`src/mic_pkg.sv`:
```
// mic_pkg: shared constants and types of the interrupt controller
package mic_pkg;
  // ****************************************
  // register map and widths
  // ****************************************
  localparam int ADDR_W = 3;
  localparam int DATA_W = 8;
  localparam int PC_W = 13;
  localparam int PIN_N = 6;
  localparam int ANA_N = 4;
  localparam int EXT_PIN_IDX = 2;
  localparam logic [2:0] ADDR_IRQ_CTRL = 3'h0;
  localparam logic [2:0] ADDR_PIN_CHANGE_SEL = 3'h1;
  localparam logic [2:0] ADDR_PERIPH_FLAGS = 3'h2;
  localparam logic [2:0] ADDR_PERIPH_ENABLES = 3'h3;
  localparam logic [2:0] ADDR_OPTION = 3'h4;
  localparam logic [2:0] ADDR_ANALOG_SEL = 3'h5;
  // ****************************************
  // reset values and implemented-bit masks
  // ****************************************
  localparam logic [7:0] IRQ_CTRL_RST = 8'h00;
  localparam logic [7:0] PIN_CHANGE_RST = 8'h00;
  localparam logic [7:0] PERIPH_RST = 8'h00;
  localparam logic [7:0] OPTION_RST = 8'hFF;
  localparam logic [7:0] ANALOG_RST = 8'h0F;
  localparam logic [7:0] PIN_CHANGE_MASK = 8'h3F;
  localparam logic [7:0] PERIPH_MASK = 8'h6B;
  localparam logic [7:0] ANALOG_MASK = 8'h0F;
  localparam logic [7:0] BYTE_ZERO = 8'h00;
  localparam logic [7:0] BYTE_ONES = 8'hFF;
  // ****************************************
  // field positions
  // ****************************************
  localparam int B_GIE = 7;
  localparam int B_PERIPHERAL_IRQ_ENABLE = 6;
  localparam int B_TIMER0_IRQ_ENABLE = 5;
  localparam int B_EXT_PIN_IRQ_ENABLE = 4;
  localparam int B_PCIE = 3;
  localparam int B_TIMER0_IRQ_FLAG = 2;
  localparam int B_EXT_PIN_IRQ_FLAG = 1;
  localparam int B_PCIF = 0;
  localparam int B_ADC = 6;
  localparam int B_CAPCOMP = 5;
  localparam int B_COMP = 3;
  localparam int B_TMR2 = 1;
  localparam int B_TMR1 = 0;
  localparam int B_EDGE_SEL = 6;
  // ****************************************
  // vector and instruction-cycle phases
  // ****************************************
  localparam logic [12:0] IRQ_VECTOR = 13'h0004;
  localparam logic [1:0] PH_Q1 = 2'h0;
  localparam logic [1:0] PH_Q4 = 2'h3;
  localparam logic [1:0] PH_STEP = 2'h1;
  typedef enum logic [3:0] {
    ST_IDLE = 4'b0001,
    ST_HOLD = 4'b0010,
    ST_VECT = 4'b0100,
    ST_WAKE = 4'b1000
  } mic_seq_state_t;
endpackage

```
`src/mic_edge_det.sv`:
```
// mic_edge_det: registered sampler giving rise and fall pulses per bit
`timescale 1ns/100ps
`default_nettype none
module mic_edge_det #(
  parameter int W = 1
) (
  // clock and reset
  input wire logic clk_in,
  input wire logic rst_in,
  // sampled level and update strobe
  input wire logic [W-1:0] level_in,
  input wire logic upd_in,
  // edge pulses
  output logic [W-1:0] rise_out,
  output logic [W-1:0] fall_out
);
  logic [W-1:0] prev_r;

  // previous level only moves when sampling is open
  always_ff @(posedge clk_in or posedge rst_in) begin
    if (rst_in) begin
      prev_r <= '0;
    end else if (upd_in) begin
      prev_r <= level_in;
    end
  end

  // edges seen only while sampling is open, so a held edge is not lost
  assign rise_out = {W{upd_in}} & level_in & ~prev_r;
  assign fall_out = {W{upd_in}} & ~level_in & prev_r;
endmodule
`default_nettype wire

```
`src/mic_vector_seq.sv`:
```
// mic_vector_seq: instruction-cycle sequencer that decides when to vector
`timescale 1ns/100ps
`default_nettype none
module mic_vector_seq (
  // clock and reset
  input wire logic clk_in,
  input wire logic rst_in,
  // core timing and request
  input wire logic cyc_end_in,
  input wire logic req_in,
  input wire logic asleep_in,
  // vector pulse and state
  output logic take_out,
  output mic_pkg::mic_seq_state_t state_out
);
  mic_pkg::mic_seq_state_t state_r;
  mic_pkg::mic_seq_state_t state_nxt;
  logic take_r;

  // next state at each instruction-cycle end
  always_comb begin
    state_nxt = state_r;
    if (cyc_end_in) begin
      case (state_r)
        mic_pkg::ST_IDLE: begin
          if (req_in && asleep_in) begin
            state_nxt = mic_pkg::ST_WAKE;
          end else if (req_in) begin
            state_nxt = mic_pkg::ST_HOLD;
          end
        end
        mic_pkg::ST_HOLD: begin
          state_nxt = req_in ? mic_pkg::ST_VECT : mic_pkg::ST_IDLE;
        end
        mic_pkg::ST_VECT: begin
          state_nxt = mic_pkg::ST_IDLE;
        end
        mic_pkg::ST_WAKE: begin
          // the instruction after sleep runs, then the vector follows
          if (!asleep_in) begin
            state_nxt = req_in ? mic_pkg::ST_VECT : mic_pkg::ST_IDLE;
          end
        end
        default: begin
          state_nxt = mic_pkg::ST_IDLE;
        end
      endcase
    end
  end

  // state register
  always_ff @(posedge clk_in or posedge rst_in) begin
    if (rst_in) begin
      state_r <= mic_pkg::ST_IDLE;
    end else begin
      state_r <= state_nxt;
    end
  end

  // one-clock vector pulse, dropped if the request was withdrawn
  always_ff @(posedge clk_in or posedge rst_in) begin
    if (rst_in) begin
      take_r <= 1'b0;
    end else begin
      take_r <= cyc_end_in && (state_r == mic_pkg::ST_VECT) && req_in;
    end
  end

  assign take_out = take_r;
  assign state_out = state_r;
endmodule
`default_nettype wire

```
`src/mic_irq_ctrl.sv`:
```
// mic_irq_ctrl: interrupt controller top with flags, enables and vectoring
//
// Notes on behaviour
// - eight sources feed eight flags
// - request needs global enable, flag, enable
// - reset clears the global enable
// - vectoring clears global enable, pushes, loads 0004h
// - return from handler sets global enable
// - external events serviced three to four cycles later
// - flags set whatever the enables are
// - clearing global enable blocks next-cycle vector
// - pin edge polarity follows edge select
// - pin wakes sleep only if enabled
// - analog pins read zero, no interrupt
// - timer0 wrap FFh to 00h sets flag
// - masked pin change sets change flag
// - change during port access may drop
// - flags split between control and peripheral registers
// - pin flag set only in Q4-Q1
// - after wake run next instruction, then vector
// - only the return address is saved
// - interrupt wake with global enable vectors 0004h
`timescale 1ns/100ps
`default_nettype none
module mic_irq_ctrl (
  // clock and reset
  input wire logic CORE_CLK_IN,
  input wire logic RST_IN,
  // register port
  input wire logic [2:0] REG_ADDR_IN,
  input wire logic [7:0] REG_WDATA_IN,
  input wire logic REG_WR_IN,
  input wire logic REG_RD_IN,
  output logic [7:0] REG_RDATA_OUT,
  // port pins and timer0
  input wire logic [5:0] GPIO_PINS_IN,
  input wire logic PORT_ACCESS_IN,
  input wire logic [7:0] TIMER0_COUNT_IN,
  output logic [5:0] DIGITAL_PINS_OUT,
  // peripheral event pulses
  input wire logic ADC_DONE_IN,
  input wire logic COMPARATOR_EVT_IN,
  input wire logic TIMER1_OVF_IN,
  input wire logic TIMER2_MATCH_IN,
  input wire logic CAPCOMP_EVT_IN,
  // core sequencer
  input wire logic RETURN_FROM_IRQ_IN,
  input wire logic SLEEP_IN,
  input wire logic [12:0] RETURN_PC_IN,
  output logic IRQ_REQ_OUT,
  output logic WAKE_OUT,
  output logic VECTOR_TAKE_OUT,
  output logic [12:0] VECTOR_ADDR_OUT,
  output logic STACK_PUSH_OUT,
  output logic [12:0] STACK_DATA_OUT,
  output logic [1:0] Q_PHASE_OUT
);
  // ****************************************
  // declarations
  // ****************************************
  logic [7:0] irq_control_reg_r;
  logic [7:0] irq_control_reg_nxt;
  logic [7:0] pin_change_mask_r;
  logic [7:0] periph_irq_flags_reg_r;
  logic [7:0] periph_irq_flags_reg_nxt;
  logic [7:0] periph_irq_enables_reg_r;
  logic [7:0] option_r;
  logic [7:0] analog_select_reg_r;
  logic [7:0] rdata_r;
  logic [7:0] timer0_prev_r;
  logic [5:0] dig_pins_r;
  logic [5:0] dig_pins;
  logic [5:0] pin_rise;
  logic [5:0] pin_fall;
  logic [0:0] ext_rise;
  logic [0:0] ext_fall;
  logic [12:0] stack_data_r;
  logic [12:0] vector_addr_r;
  logic [1:0] q_phase_r;
  logic wr_ctrl;
  logic wr_flags;
  logic timer0_wrap;
  logic ext_sample_open;
  logic ext_edge;
  logic pin_change;
  logic [7:0] periph_set;
  logic [7:0] ctrl_set;
  logic periph_pending;
  logic core_pending;
  logic any_pending;
  logic cyc_end;
  logic take;
  logic seq_req;
  mic_pkg::mic_seq_state_t seq_state;

  // ****************************************
  // instruction-cycle phase
  // ****************************************
  // four clocks per instruction cycle, Q1 through Q4
  always_ff @(posedge CORE_CLK_IN or posedge RST_IN) begin
    if (RST_IN) begin
      q_phase_r <= mic_pkg::PH_Q1;
    end else begin
      q_phase_r <= 2'(q_phase_r + mic_pkg::PH_STEP);
    end
  end

  assign cyc_end = (q_phase_r == mic_pkg::PH_Q4);
  assign Q_PHASE_OUT = q_phase_r;

  // ****************************************
  // event detection
  // ****************************************
  // analog pins read as zero on the digital side
  assign dig_pins = GPIO_PINS_IN & ~{2'h0, analog_select_reg_r[mic_pkg::ANA_N-1:0]};

  always_ff @(posedge CORE_CLK_IN or posedge RST_IN) begin
    if (RST_IN) begin
      dig_pins_r <= 6'h00;
    end else begin
      dig_pins_r <= dig_pins;
    end
  end

  assign DIGITAL_PINS_OUT = dig_pins_r;

  // external pin sampled only across Q4 and Q1
  assign ext_sample_open = (q_phase_r == mic_pkg::PH_Q4) || (q_phase_r == mic_pkg::PH_Q1);

  mic_edge_det #(
    .W(1)
  ) u_ext_edge (
    .clk_in(CORE_CLK_IN),
    .rst_in(RST_IN),
    .level_in(dig_pins[mic_pkg::EXT_PIN_IDX]),
    .upd_in(ext_sample_open),
    .rise_out(ext_rise),
    .fall_out(ext_fall)
  );

  // polarity picked by the edge-select bit
  assign ext_edge = option_r[mic_pkg::B_EDGE_SEL] ? ext_rise[0] : ext_fall[0];

  mic_edge_det #(
    .W(mic_pkg::PIN_N)
  ) u_pin_edge (
    .clk_in(CORE_CLK_IN),
    .rst_in(RST_IN),
    .level_in(dig_pins),
    .upd_in(1'b1),
    .rise_out(pin_rise),
    .fall_out(pin_fall)
  );

  // masked change, lost when it meets a core port access
  assign pin_change = |((pin_rise | pin_fall) & pin_change_mask_r[mic_pkg::PIN_N-1:0])
                      && !PORT_ACCESS_IN;

  // timer0 wrap from all ones to zero
  always_ff @(posedge CORE_CLK_IN or posedge RST_IN) begin
    if (RST_IN) begin
      timer0_prev_r <= mic_pkg::BYTE_ZERO;
    end else begin
      timer0_prev_r <= TIMER0_COUNT_IN;
    end
  end

  assign timer0_wrap = (timer0_prev_r == mic_pkg::BYTE_ONES) &&
                       (TIMER0_COUNT_IN == mic_pkg::BYTE_ZERO);

  // flag set vectors, independent of any enable
  always_comb begin
    ctrl_set = 8'h00;
    ctrl_set[mic_pkg::B_EXT_PIN_IRQ_FLAG] = ext_edge;
    ctrl_set[mic_pkg::B_PCIF] = pin_change;
    ctrl_set[mic_pkg::B_TIMER0_IRQ_FLAG] = timer0_wrap;
    periph_set = 8'h00;
    periph_set[mic_pkg::B_ADC] = ADC_DONE_IN;
    periph_set[mic_pkg::B_COMP] = COMPARATOR_EVT_IN;
    periph_set[mic_pkg::B_TMR1] = TIMER1_OVF_IN;
    periph_set[mic_pkg::B_TMR2] = TIMER2_MATCH_IN;
    periph_set[mic_pkg::B_CAPCOMP] = CAPCOMP_EVT_IN;
  end

  // ****************************************
  // register writes
  // ****************************************
  assign wr_ctrl = REG_WR_IN && (REG_ADDR_IN == mic_pkg::ADDR_IRQ_CTRL);
  assign wr_flags = REG_WR_IN && (REG_ADDR_IN == mic_pkg::ADDR_PERIPH_FLAGS);

  // control register: software write, then hardware sets win over clears, except that a take clear of the global enable wins over the return set
  always_comb begin
    irq_control_reg_nxt = wr_ctrl ? REG_WDATA_IN : irq_control_reg_r;
    irq_control_reg_nxt = irq_control_reg_nxt | ctrl_set;
    if (RETURN_FROM_IRQ_IN) begin
      irq_control_reg_nxt[mic_pkg::B_GIE] = 1'b1;
    end
    if (take) begin
      irq_control_reg_nxt[mic_pkg::B_GIE] = 1'b0;
    end
  end

  always_ff @(posedge CORE_CLK_IN or posedge RST_IN) begin
    if (RST_IN) begin
      irq_control_reg_r <= mic_pkg::IRQ_CTRL_RST;
    end else begin
      irq_control_reg_r <= irq_control_reg_nxt;
    end
  end

  // peripheral flags, set wins over a software clear
  assign periph_irq_flags_reg_nxt =
    ((wr_flags ? REG_WDATA_IN : periph_irq_flags_reg_r) | periph_set) & mic_pkg::PERIPH_MASK;

  always_ff @(posedge CORE_CLK_IN or posedge RST_IN) begin
    if (RST_IN) begin
      periph_irq_flags_reg_r <= mic_pkg::PERIPH_RST;
    end else begin
      periph_irq_flags_reg_r <= periph_irq_flags_reg_nxt;
    end
  end

  // plain configuration registers
  always_ff @(posedge CORE_CLK_IN or posedge RST_IN) begin
    if (RST_IN) begin
      pin_change_mask_r <= mic_pkg::PIN_CHANGE_RST;
      periph_irq_enables_reg_r <= mic_pkg::PERIPH_RST;
      option_r <= mic_pkg::OPTION_RST;
      analog_select_reg_r <= mic_pkg::ANALOG_RST;
    end else if (REG_WR_IN) begin
      case (REG_ADDR_IN)
        mic_pkg::ADDR_PIN_CHANGE_SEL: begin
          pin_change_mask_r <= REG_WDATA_IN & mic_pkg::PIN_CHANGE_MASK;
        end
        mic_pkg::ADDR_PERIPH_ENABLES: begin
          periph_irq_enables_reg_r <= REG_WDATA_IN & mic_pkg::PERIPH_MASK;
        end
        mic_pkg::ADDR_OPTION: begin
          option_r <= REG_WDATA_IN;
        end
        mic_pkg::ADDR_ANALOG_SEL: begin
          analog_select_reg_r <= REG_WDATA_IN & mic_pkg::ANALOG_MASK;
        end
        default: begin
          option_r <= option_r;
        end
      endcase
    end
  end

  // ****************************************
  // register reads
  // ****************************************
  // data stand only in the cycle after the read strobe; unmapped reads zero
  always_ff @(posedge CORE_CLK_IN or posedge RST_IN) begin
    if (RST_IN) begin
      rdata_r <= mic_pkg::BYTE_ZERO;
    end else if (REG_RD_IN) begin
      case (REG_ADDR_IN)
        mic_pkg::ADDR_IRQ_CTRL: rdata_r <= irq_control_reg_r;
        mic_pkg::ADDR_PIN_CHANGE_SEL: rdata_r <= pin_change_mask_r;
        mic_pkg::ADDR_PERIPH_FLAGS: rdata_r <= periph_irq_flags_reg_r;
        mic_pkg::ADDR_PERIPH_ENABLES: rdata_r <= periph_irq_enables_reg_r;
        mic_pkg::ADDR_OPTION: rdata_r <= option_r;
        mic_pkg::ADDR_ANALOG_SEL: rdata_r <= analog_select_reg_r;
        default: rdata_r <= mic_pkg::BYTE_ZERO;
      endcase
    end else begin
      rdata_r <= mic_pkg::BYTE_ZERO;
    end
  end

  assign REG_RDATA_OUT = rdata_r;

  // ****************************************
  // request and wake
  // ****************************************
  // peripheral sources pass the peripheral enable first
  assign periph_pending = irq_control_reg_r[mic_pkg::B_PERIPHERAL_IRQ_ENABLE] &&
                          |(periph_irq_flags_reg_r & periph_irq_enables_reg_r);
  assign core_pending =
    (irq_control_reg_r[mic_pkg::B_TIMER0_IRQ_FLAG] && irq_control_reg_r[mic_pkg::B_TIMER0_IRQ_ENABLE]) ||
    (irq_control_reg_r[mic_pkg::B_EXT_PIN_IRQ_FLAG] && irq_control_reg_r[mic_pkg::B_EXT_PIN_IRQ_ENABLE]) ||
    (irq_control_reg_r[mic_pkg::B_PCIF] && irq_control_reg_r[mic_pkg::B_PCIE]);
  assign any_pending = core_pending || periph_pending;

  // flags stay pending while the global enable is clear
  assign IRQ_REQ_OUT = irq_control_reg_r[mic_pkg::B_GIE] && any_pending;

  // wake needs the source enable, not the global enable
  assign WAKE_OUT = SLEEP_IN && any_pending;

  // a software clear of the global enable this cycle cancels the vector
  assign seq_req = IRQ_REQ_OUT && irq_control_reg_nxt[mic_pkg::B_GIE];

  mic_vector_seq u_seq (
    .clk_in(CORE_CLK_IN),
    .rst_in(RST_IN),
    .cyc_end_in(cyc_end),
    .req_in(seq_req),
    .asleep_in(SLEEP_IN),
    .take_out(take),
    .state_out(seq_state)
  );

  // ****************************************
  // vector and stack push
  // ****************************************
  // only the return address is captured, nothing else is saved
  always_ff @(posedge CORE_CLK_IN or posedge RST_IN) begin
    if (RST_IN) begin
      stack_data_r <= 13'h0000;
      vector_addr_r <= 13'h0000;
    end else if (seq_state == mic_pkg::ST_VECT) begin
      stack_data_r <= RETURN_PC_IN;
      vector_addr_r <= mic_pkg::IRQ_VECTOR;
    end
  end

  assign STACK_DATA_OUT = stack_data_r;
  assign VECTOR_ADDR_OUT = vector_addr_r;
  assign VECTOR_TAKE_OUT = take;
  assign STACK_PUSH_OUT = take;
endmodule
`default_nettype wire

```
`config.mk`:
```
export PLATFORM = sky130hd
export DESIGN_NAME = mic_irq_ctrl
export DESIGN_NICKNAME = d
export VERILOG_FILES = /design/src/mic_pkg.sv /design/src/mic_edge_det.sv /design/src/mic_vector_seq.sv /design/src/mic_irq_ctrl.sv
export SDC_FILE = /design/constraint.sdc
export NUM_CORES = 1
export LEC_CHECK = 0
export ABC_AREA = 1
export BUFFER_PORTS_ARGS = -buffer_cell sky130_fd_sc_hd__buf_2
export CAP_MARGIN = 0
export CORE_ASPECT_RATIO = 1.4
export CORE_MARGIN = 5
export CORE_UTILIZATION = 30
export CTS_CLUSTER_DIAMETER = 50
export DETAILED_ROUTE_END_ITERATION = 12
export GPL_ROUTABILITY_DRIVEN = 1
export SETUP_SLACK_MARGIN = 0.3
export SYNTH_ARGS = -nofsm -noshare
export SYNTH_HDL_FRONTEND = slang
export SYNTH_SLANG_ARGS = --single-unit
export TNS_END_PERCENT = 5
```
`constraint.sdc`:
```
create_clock -name CORE_CLK_IN -period 6.13 [get_ports CORE_CLK_IN]
set_input_delay 0.9195 -clock CORE_CLK_IN [delete_from_list [all_inputs] [get_ports CORE_CLK_IN]]
set_output_delay 0.9195 -clock CORE_CLK_IN [all_outputs]
set_load 0.05 [all_outputs]
```
=== Yosys cells after proc, flatten, opt, wreduce, memory -nomap -nowiden ===
Cells that the tools add are included.

* Flip-flop bits (word level): 80
* Bits of input ports: 50
* Output and inout port bits: 46
* Word-level logic and storage cells: 87

* $add $sub $neg: 1
* Eq/ne operators: 13
* Mux-type cells: 12
* Bitwise operators: 17
* Reduce and logical (&&, ||, !) cells: 29

{| class="wikitable"
|+ Operator list
! cell !! number
|-
| one-hot mux 8 bit (6 select lines) || 1
|-
| bitwise AND 6 bit || 4
|-
| two-way mux 8 bit || 2
|-
| logical AND 1 bit || 14
|-
| two-way mux 4 bit || 3
|-
| inverter 6 bit || 2
|-
| one-hot mux 4 bit (3 select lines) || 1
|-
| equality test 8 bit (second input constant) || 1
|-
| zero test 8 bit || 1
|-
| bitwise OR 8 x 3 -> 8 bit || 1
|-
| AND reduction 2 bit || 4
|-
| OR reduction 8 bit || 1
|-
| bitwise AND 7 bit || 1
|-
| two-way mux 7 bit || 1
|-
| bitwise OR 7 bit || 1
|-
| equality test 3 x 2 -> 1 bit (second input constant) || 2
|-
| equality test 3 bit (second input constant) || 2
|-
| inverter 4 -> 6 bit || 1
|-
| bitwise OR 6 bit || 1
|-
| OR reduction 6 bit || 1
|-
| bitwise AND 1 bit || 4
|-
| equality test 4 x 1 -> 1 bit (second input constant) || 1
|-
| equality test 4 x 2 -> 1 bit (second input constant) || 1
|-
| equality test 4 x 3 -> 1 bit (second input constant) || 1
|-
| 14 further kinds || 20
|}

=== Longest topological paths before layout ===
Gate-level depths: netlist of the first run.

* Word-level depth: 15
* Depth in mapped cells: 9
* Depth with buffers taken out: 9

=== Hierarchy ===
From an unflattened synthesis of the first run, not the netlist that was laid out.

* Cells, all modules: 474
* Area, all modules: 4007.6 um2

{| class="wikitable"
|+ Modules (own cells, without submodules)
! module !! instances !! cells each !! area an instance (um2) !! seq. area each (um2)
|-
| mic_irq_ctrl || 1 || 370 || 3308.2 || 1866.8
|-
| mic_edge_det (u_pin_edge) || 1 || 53 || 334.1 || 150.1
|-
| mic_vector_seq || 1 || 42 || 310.3 || 126.4
|-
| mic_edge_det (u_ext_edge) || 1 || 9 || 55.1 || 25.0
|}

=== Least setup slack after synthesis of the first run ===
No wires, ideal clock.

* Kind: input-to-output
* Start: in SLEEP_IN
* End: out WAKE_OUT
* Arrival: 1.721 ns
* Required time: 5.210 ns
* Setup slack: 3.489 ns
* Cell stages on the path: 2
* Buffers on the path: 0
* Path through: inv_1 a21oi_1

* Word-level cells in the longest chain between the ends: 1

{| class="wikitable"
|+ Ends and longest elaborated chain
! item !! RTL line !! source
|-
| start, declared || mic_irq_ctrl.sv:48 || <nowiki>input wire logic SLEEP_IN,</nowiki>
|-
| logical AND 1 bit || mic_irq_ctrl.sv:291 || <nowiki>assign WAKE_OUT = SLEEP_IN && any_pending;</nowiki>
|-
| end, declared || mic_irq_ctrl.sv:51 || <nowiki>output logic WAKE_OUT,</nowiki>
|}

Every way passes these cells.

=== Worst setup path after layout of the first run ===
* Start: reg irq_control_reg_r[0]
* End: out IRQ_REQ_OUT

* Word-level cells in the longest chain between the ends: 4

{| class="wikitable"
|+ Ends and longest elaborated chain
! item !! RTL line !! source
|-
| start, declared || mic_irq_ctrl.sv:61 || <nowiki>logic [7:0] irq_control_reg_r;</nowiki>
|-
| start signal, assigned || mic_irq_ctrl.sv:205 || <nowiki>irq_control_reg_r <= mic_pkg::IRQ_CTRL_RST;</nowiki>
|-
| start signal, assigned || mic_irq_ctrl.sv:207 || <nowiki>irq_control_reg_r <= irq_control_reg_nxt;</nowiki>
|-
| logical AND 1 bit || mic_irq_ctrl.sv:284 || <nowiki>(irq_control_reg_r[mic_pkg::B_PCIF] && irq_control_reg_r[mic_pkg::B_PCIE]);</nowiki>
|-
| logical OR 1 bit || mic_irq_ctrl.sv:283 || <nowiki>(irq_control_reg_r[mic_pkg::B_EXT_PIN_IRQ_FLAG] && irq_control_reg_r[mic_pkg::B_EXT_PIN_IRQ_ENABLE]) ||</nowiki>
|-
| logical OR 1 bit || mic_irq_ctrl.sv:285 || <nowiki>assign any_pending = core_pending || periph_pending;</nowiki>
|-
| logical AND 1 bit || mic_irq_ctrl.sv:288 || <nowiki>assign IRQ_REQ_OUT = irq_control_reg_r[mic_pkg::B_GIE] && any_pending;</nowiki>
|-
| end, declared || mic_irq_ctrl.sv:50 || <nowiki>output logic IRQ_REQ_OUT,</nowiki>
|}

Every way passes these cells.

==> impl_metrics.toml, run 1 <==
[synthesis]
synth_warnings = 0
async_flop_share_pct = 100
yosys.area_share.simple_pct = 18.2
synth-seq-area-share_pct = 57.9
synth_fa_ha_area_share_pct = 0.359
synth_edf_count = 0
synth_flop_cell = "dfrtp_1"
synth_top_family_by_area = "simple AND/OR/NAND/NOR gates"
syn_inst = 361
muxShareOfSynthArea_pct = 4.52
yosys.cell_types.count = 36
synth_compound_area_share_pct = 10.6
syn-mean-instance-area_sq_um = 9.65
synth_area_sq_um = 3480
ys_seq_elements = 80
synth-xor-area-share_pct = 0.251

[grt]
antenna_found_initial = 2
grt_pass1_vias = 2857
grt_use_total_pct = 12.7
grt_max_degree = 81
grt_overflow = 0
grt_pass1_wl_um = 13600

[clock_network]
clk_pin_slew_ns = 0.07
cts_resized = 0
cts_root_buf = "clkbuf_16"
cts_sinks = 80
cts_hold_buffers = 0
h-tree-depth = 3
tritoncts = "yes"
clk_latency_ns = 0.34
cts.path.max_buffers = 2
post_cts_buffers = 0
cts_made_buffers = 9

[detailed_routing]
routedWlPerCell_um = 13.8
drc = 0
drtAntennaViolNets = 0
drt-total-wl_um = 8270
dr.pass1.iters = 4
vias = 2743
drt_iter0_markers = 129
routed_via_density = 4.58

[final_layout]
mostFrequentLayoutCells = "nand2_1, buf_2, dfrtp_1"
syn_to_final_growth_pct = 23.1
final_common_cell = "nand2_1"
fin_nets = 500
drive_gt1_share_pct = 31.9

[floorplan]
core_area_sq_um = 11300
die_y_um = 138
die_w_um = 101
num_rows = 46
top_level_ports = 96
initial_utilization_pct = 30.7
dieArea_sq_um = 13900

[sta]
fmax_mhz = 389
slew_headroom_pct = 33.5
min_period_ns = 2.57
rsz0062_at_grt = "false"
timing.final.crit_share_pct = 42.0
fin_skew_ns = 0.00810
fin_tns_setup_ns = 0
hold_viol_final = 0
maxSlewViolCount = 0
tightest_slew_ns = 0.998
setup_viol = 0

[flow_run]
maxCapViolCount = 0

[worst_setup_path]
reg2reg_slack_ns = 4.53
cp_max_fo = 3
critPathLaunchType = "flop"
crit_required_ns = 5.21
critical_path_class = "flop to primary output"
arrival_ns = 1.65
end_kind = "primary output"

[pwr]
leakage_nw = 2.12
power_mw = 1.76
power_density_nw_per_um2 = 412
ir_worst_vdd_v = 0.000224

[place]
port_buffers = 83
dp_hpwl_um = 6350
place_congestion = 0.840

[worst_hold_path]
hold_path_class = "flop to flop"

[run_status]
status = "finished clean"
synth_stat cells, types with 4 or more instances:
cell	n	share of area [%]
nand2_1	87	9.4
dfrtp_1	67	48
inv_1	36	3.9
o21ai_0	32	4.6
nand3_1	17	2.4
mux2_2	14	4.5
a21oi_1	13	1.9
buf_4	13	2.8
dfstp_2	13	9.8
nor2_1	12	1.3
nand4_1	7	1.3
o21ai_1	7	1.0
buf_2	4	0.57
inv_2	4	0.43
nand2_2	4	0.72
worst paths after layout:
check | start | end | depth (start not counted)
max | irq_control_reg_r[0] | IRQ_REQ_OUT | 7
min | Q_PHASE_OUT[0] | Q_PHASE_OUT[0] | 1
max reg2reg | u_seq.state_out[0] | STACK_DATA_OUT[9] | 3
min reg2reg | Q_PHASE_OUT[0] | Q_PHASE_OUT[0] | 1
max in group asynchronous | RST_IN | REG_RDATA_OUT[7] | 3
min in group asynchronous | RST_IN | VECTOR_ADDR_OUT[2] | 3
critical path, stage by stage (launching register included):
cell and delay (ns):
dfrtp_1 0.40, nand2_1 0.08, nand2_1 0.04, a21oi_1 0.27, nand2_1 0.09, nand2_1 0.16
inv_1 0.06, buf_2 0.21
report_power, final:
| group | leakage (nW) | switching (mW) | internal, mW |
|---|---|---|---|
| combinational | 1.05 | 0.387 | 0.152 |
| clock | 0.137 | 0.224 | 0.281 |
| sequential | 0.940 | 0.0683 | 0.653 |
| total | 2.12 | 0.679 | 1.09 |
routing by layer:
metal | share of wire, % | global-route usage (%) | vias up
li1 | - | - | 1339
met1 | 39 | 14.5 | 1277
met2 | 49 | 21.6 | 106
met3 | 8.5 | 3.75 | 19
met4 | 2.9 | 6.21 | 2
met5 | 0.085 | 0 | -
cell families after synthesis:
| group | count (synthesis) |
|---|---|
| flip-flops | 80 |
| AO/OA/AOI/OAI | 66 |
| other | 1 |
| buffers and inverters | 58 |
| adder cells (fa/ha/maj) | 1 |
| AND/OR/NAND/NOR | 140 |
| multiplexers | 14 |
| XOR/XNOR | 1 |
state kept, by name, indices dropped and copies added, names as in the netlist:
| name | cells |
|---|---|
| STACK_DATA_OUT | 13 |
| REG_RDATA_OUT | 8 |
| irq_control_reg_r | 8 |
| option_r | 8 |
| timer0_prev_r | 8 |
| pin_change_mask_r | 6 |
| u_pin_edge.prev_r | 6 |
| periph_irq_enables_reg_r | 5 |
| periph_irq_flags_reg_r | 5 |
| analog_select_reg_r | 4 |
| u_seq.state_out | 4 |
| Q_PHASE_OUT | 2 |
| VECTOR_ADDR_OUT | 1 |
| u_ext_edge.prev_r | 1 |
| u_seq.take_out | 1 |
stage by stage:
stage / worst slack [ns] / util, % / instances / hold slack [ns] / cell area [sq um]
6_report: 3.56 / 37.8 / 599 / 0.441 / 4290
5_1_grt: 3.45 / 37.8 / 599 / 0.495 / 4290
4_1_cts: 3.51 / 37.8 / 598 / 0.452 / 4290
3_5_place_dp: 3.77 / 35.3 / 582 / 0.439 / 4000
3_3_place_gp: 3.77 / 35.3 / 582 / 0.440 / 4000
2_1_floorplan: 3.18 / - / 372 / 0.453 / 3530
area by class of cell:
| class | count | area [sq um] |
|---|---|---|
| Clock buffer | 9 | 225 |
| Clock inverter | 7 | 60.1 |
| Antenna cell | 1 | 2.50 |
| Multi-Input combinational cell | 234 | 1230 |
| Timing Repair Buffer | 84 | 423 |
| Fill cell | 1166 | 7050 |
| Inverter | 40 | 151 |
| Tap cell | 144 | 180 |
| Sequential cell | 80 | 2020 |
Power figures use the tool's default switching activity.
==> run 2, diff against run 1 <==
Clock period 6.13 ns to 2.4 ns, I/O delays scaled along.
==> impl_metrics.toml, run 2 (same netlist as run 1, synthesis figures left out) <==
[place]
dpl_worst_slack_ns = 0.766
port_buffers = 83
dp_cells = 584
place_congestion = 0.817
dp_hpwl_um = 6390

[detailed_routing]
drtAntennaViolNets = 0
routed_via_density = 4.56
dr.pass1.iters = 4
drc = 0
drt-total-wl_um = 8210
drt_iter0_markers = 112
routedWlPerCell_um = 13.7
vias = 2737

[final_layout]
largest_register_ff_count = 13
drive_gt1_share_pct = 32.0
final-seq-area_sq_um = 2020
multi_input_area_sq_um = 1230
syn_to_final_growth_pct = 23.6
instances_no_fill = 600
antennaDiodeCount = 0
final_common_cell = "nand2_1"
fillers = 1133
fin_nets = 502
mostFrequentLayoutCells = "nand2_1, buf_2, dfrtp_1"

[grt]
grt_pass1_wl_um = 13400
grt_overflow = 0
grt_pass1_vias = 2813
antenna_found_initial = 0
grt_use_total_pct = 12.4
grt_max_degree = 35

[floorplan]
die_w_um = 101
initial_utilization_pct = 30.7
dieArea_sq_um = 13900
top_level_ports = 96
die_y_um = 138
core_area_sq_um = 11300
num_rows = 46

[clock_network]
h-tree-depth = 3
tritoncts = "yes"
cts_hold_buffers = 0
cts.path.max_buffers = 2
clk_latency_ns = 0.34
post_cts_buffers = 0
cts_made_buffers = 9
cts_resized = 0
clk_pin_slew_ns = 0.06
cts_sinks = 80
cts_root_buf = "clkbuf_16"

[pwr]
leakage_nw = 2.13
power_density_nw_per_um2 = 1040
ir_worst_vdd_v = 0.000817

[worst_hold_path]
hold_path_class = "input pin to async pin"

[sta]
tightest_slew_ns = 0.736
rsz0062_at_grt = "false"
timing.final.crit_share_pct = 81.4
setup_viol = 0
fin_ws_ns = 0.446
fin_tns_setup_ns = 0
hold_viol_final = 0
min_period_ns = 1.95
fin_skew_ns = 0.00861
maxSlewViolCount = 0
slew_headroom_pct = 50.8
fmax_mhz = 512

[worst_setup_path]
arrival_ns = 1.59
crit_required_ns = 2.04
end_kind = "primary output"
cp_max_fo = 3
critical_path_class = "flop to primary output"
critPathLaunchType = "flop"

[flow_run]
maxCapViolCount = 0

[run_status]
status = "finished clean"
## run 2: cell count changes in the layout (fill, tap and decap cells not counted)
| cell | delta |
|---|---|
| inv_6 | -4 |
| clkinvlp_4 | +3 |
| clkinv_4 | -2 |
| buf_12 | +1 |
| buf_4 | +1 |
| clkbuf_1 | +1 |
| clkbuf_8 | +1 |
| clkinv_2 | +1 |
| diode_2 | -1 |
## run 2: worst max-delay path: stages (launching register included)
cell,delay [ns]
dfrtp_1,0.40
nand2_1,0.08
nand2_1,0.04
a21oi_1,0.21
nand2_1,0.08
nand2_1,0.16
inv_1,0.07
buf_2,0.21
## run 2: report_power, final
part           internal, mW  total [mW]  leakage, nW  switching [mW]
registers              1.67        1.84        0.940           0.172
clock network         0.725        1.26        0.128           0.535
logic                 0.393        1.38         1.06           0.986
total                  2.79        4.48         2.13            1.69
## run 2: area by class of cell
class / instances / area share [%]
clock buffers: 11 / 5.64
well taps: 144 / 4.18
multi-input cells: 234 / 28.5
repair buffers: 86 / 10.5
flip-flops and latches: 80 / 46.9
inverters: 40 / 3.57
clock inverters: 5 / 0.755
## run 2: worst paths after layout
path / slack [ns] / endpoint / depth (start not counted) / startpoint
min in group CORE_CLK_IN: 0.14 / timer0_prev_r[5] / 1 / TIMER0_COUNT_IN[5]
worst min-delay path: 0.14 / u_seq.state_out[1] / 2 / RST_IN
worst max-delay path: 0.45 / IRQ_REQ_OUT / 7 / irq_control_reg_r[0]
worst max register to register: 0.82 / STACK_DATA_OUT[7] / 3 / u_seq.state_out[0]
max in group asynchronous: 1.60 / option_r[3] / 3 / RST_IN
worst min register to register: 0.46 / Q_PHASE_OUT[0] / 1 / Q_PHASE_OUT[0]
## run 2: through the flow
stage / instance area [sq um] / hold WS (ns) / total power [mW] / util (%)
after floorplan: 3530 / 0.391 / 2.91 / -
after global placement: 4030 / 0.436 / 3.23 / 35.6
after detailed placement: 4030 / 0.443 / 3.26 / 35.6
after CTS: 4310 / 0.129 / 4.55 / 38.0
after global routing: 4310 / 0.133 / 4.73 / 38.0
final: 4310 / 0.143 / 4.48 / 38.0
## run 2: layer usage
metal  up-vias  GRT usage, %  part of all wire (%)
li1       1349             -                     -
met1      1260          14.7                    39
met2       108          20.1                    49
met3        20          3.60                   8.7
met4         0          6.65                   2.9
met5         -             0                     0
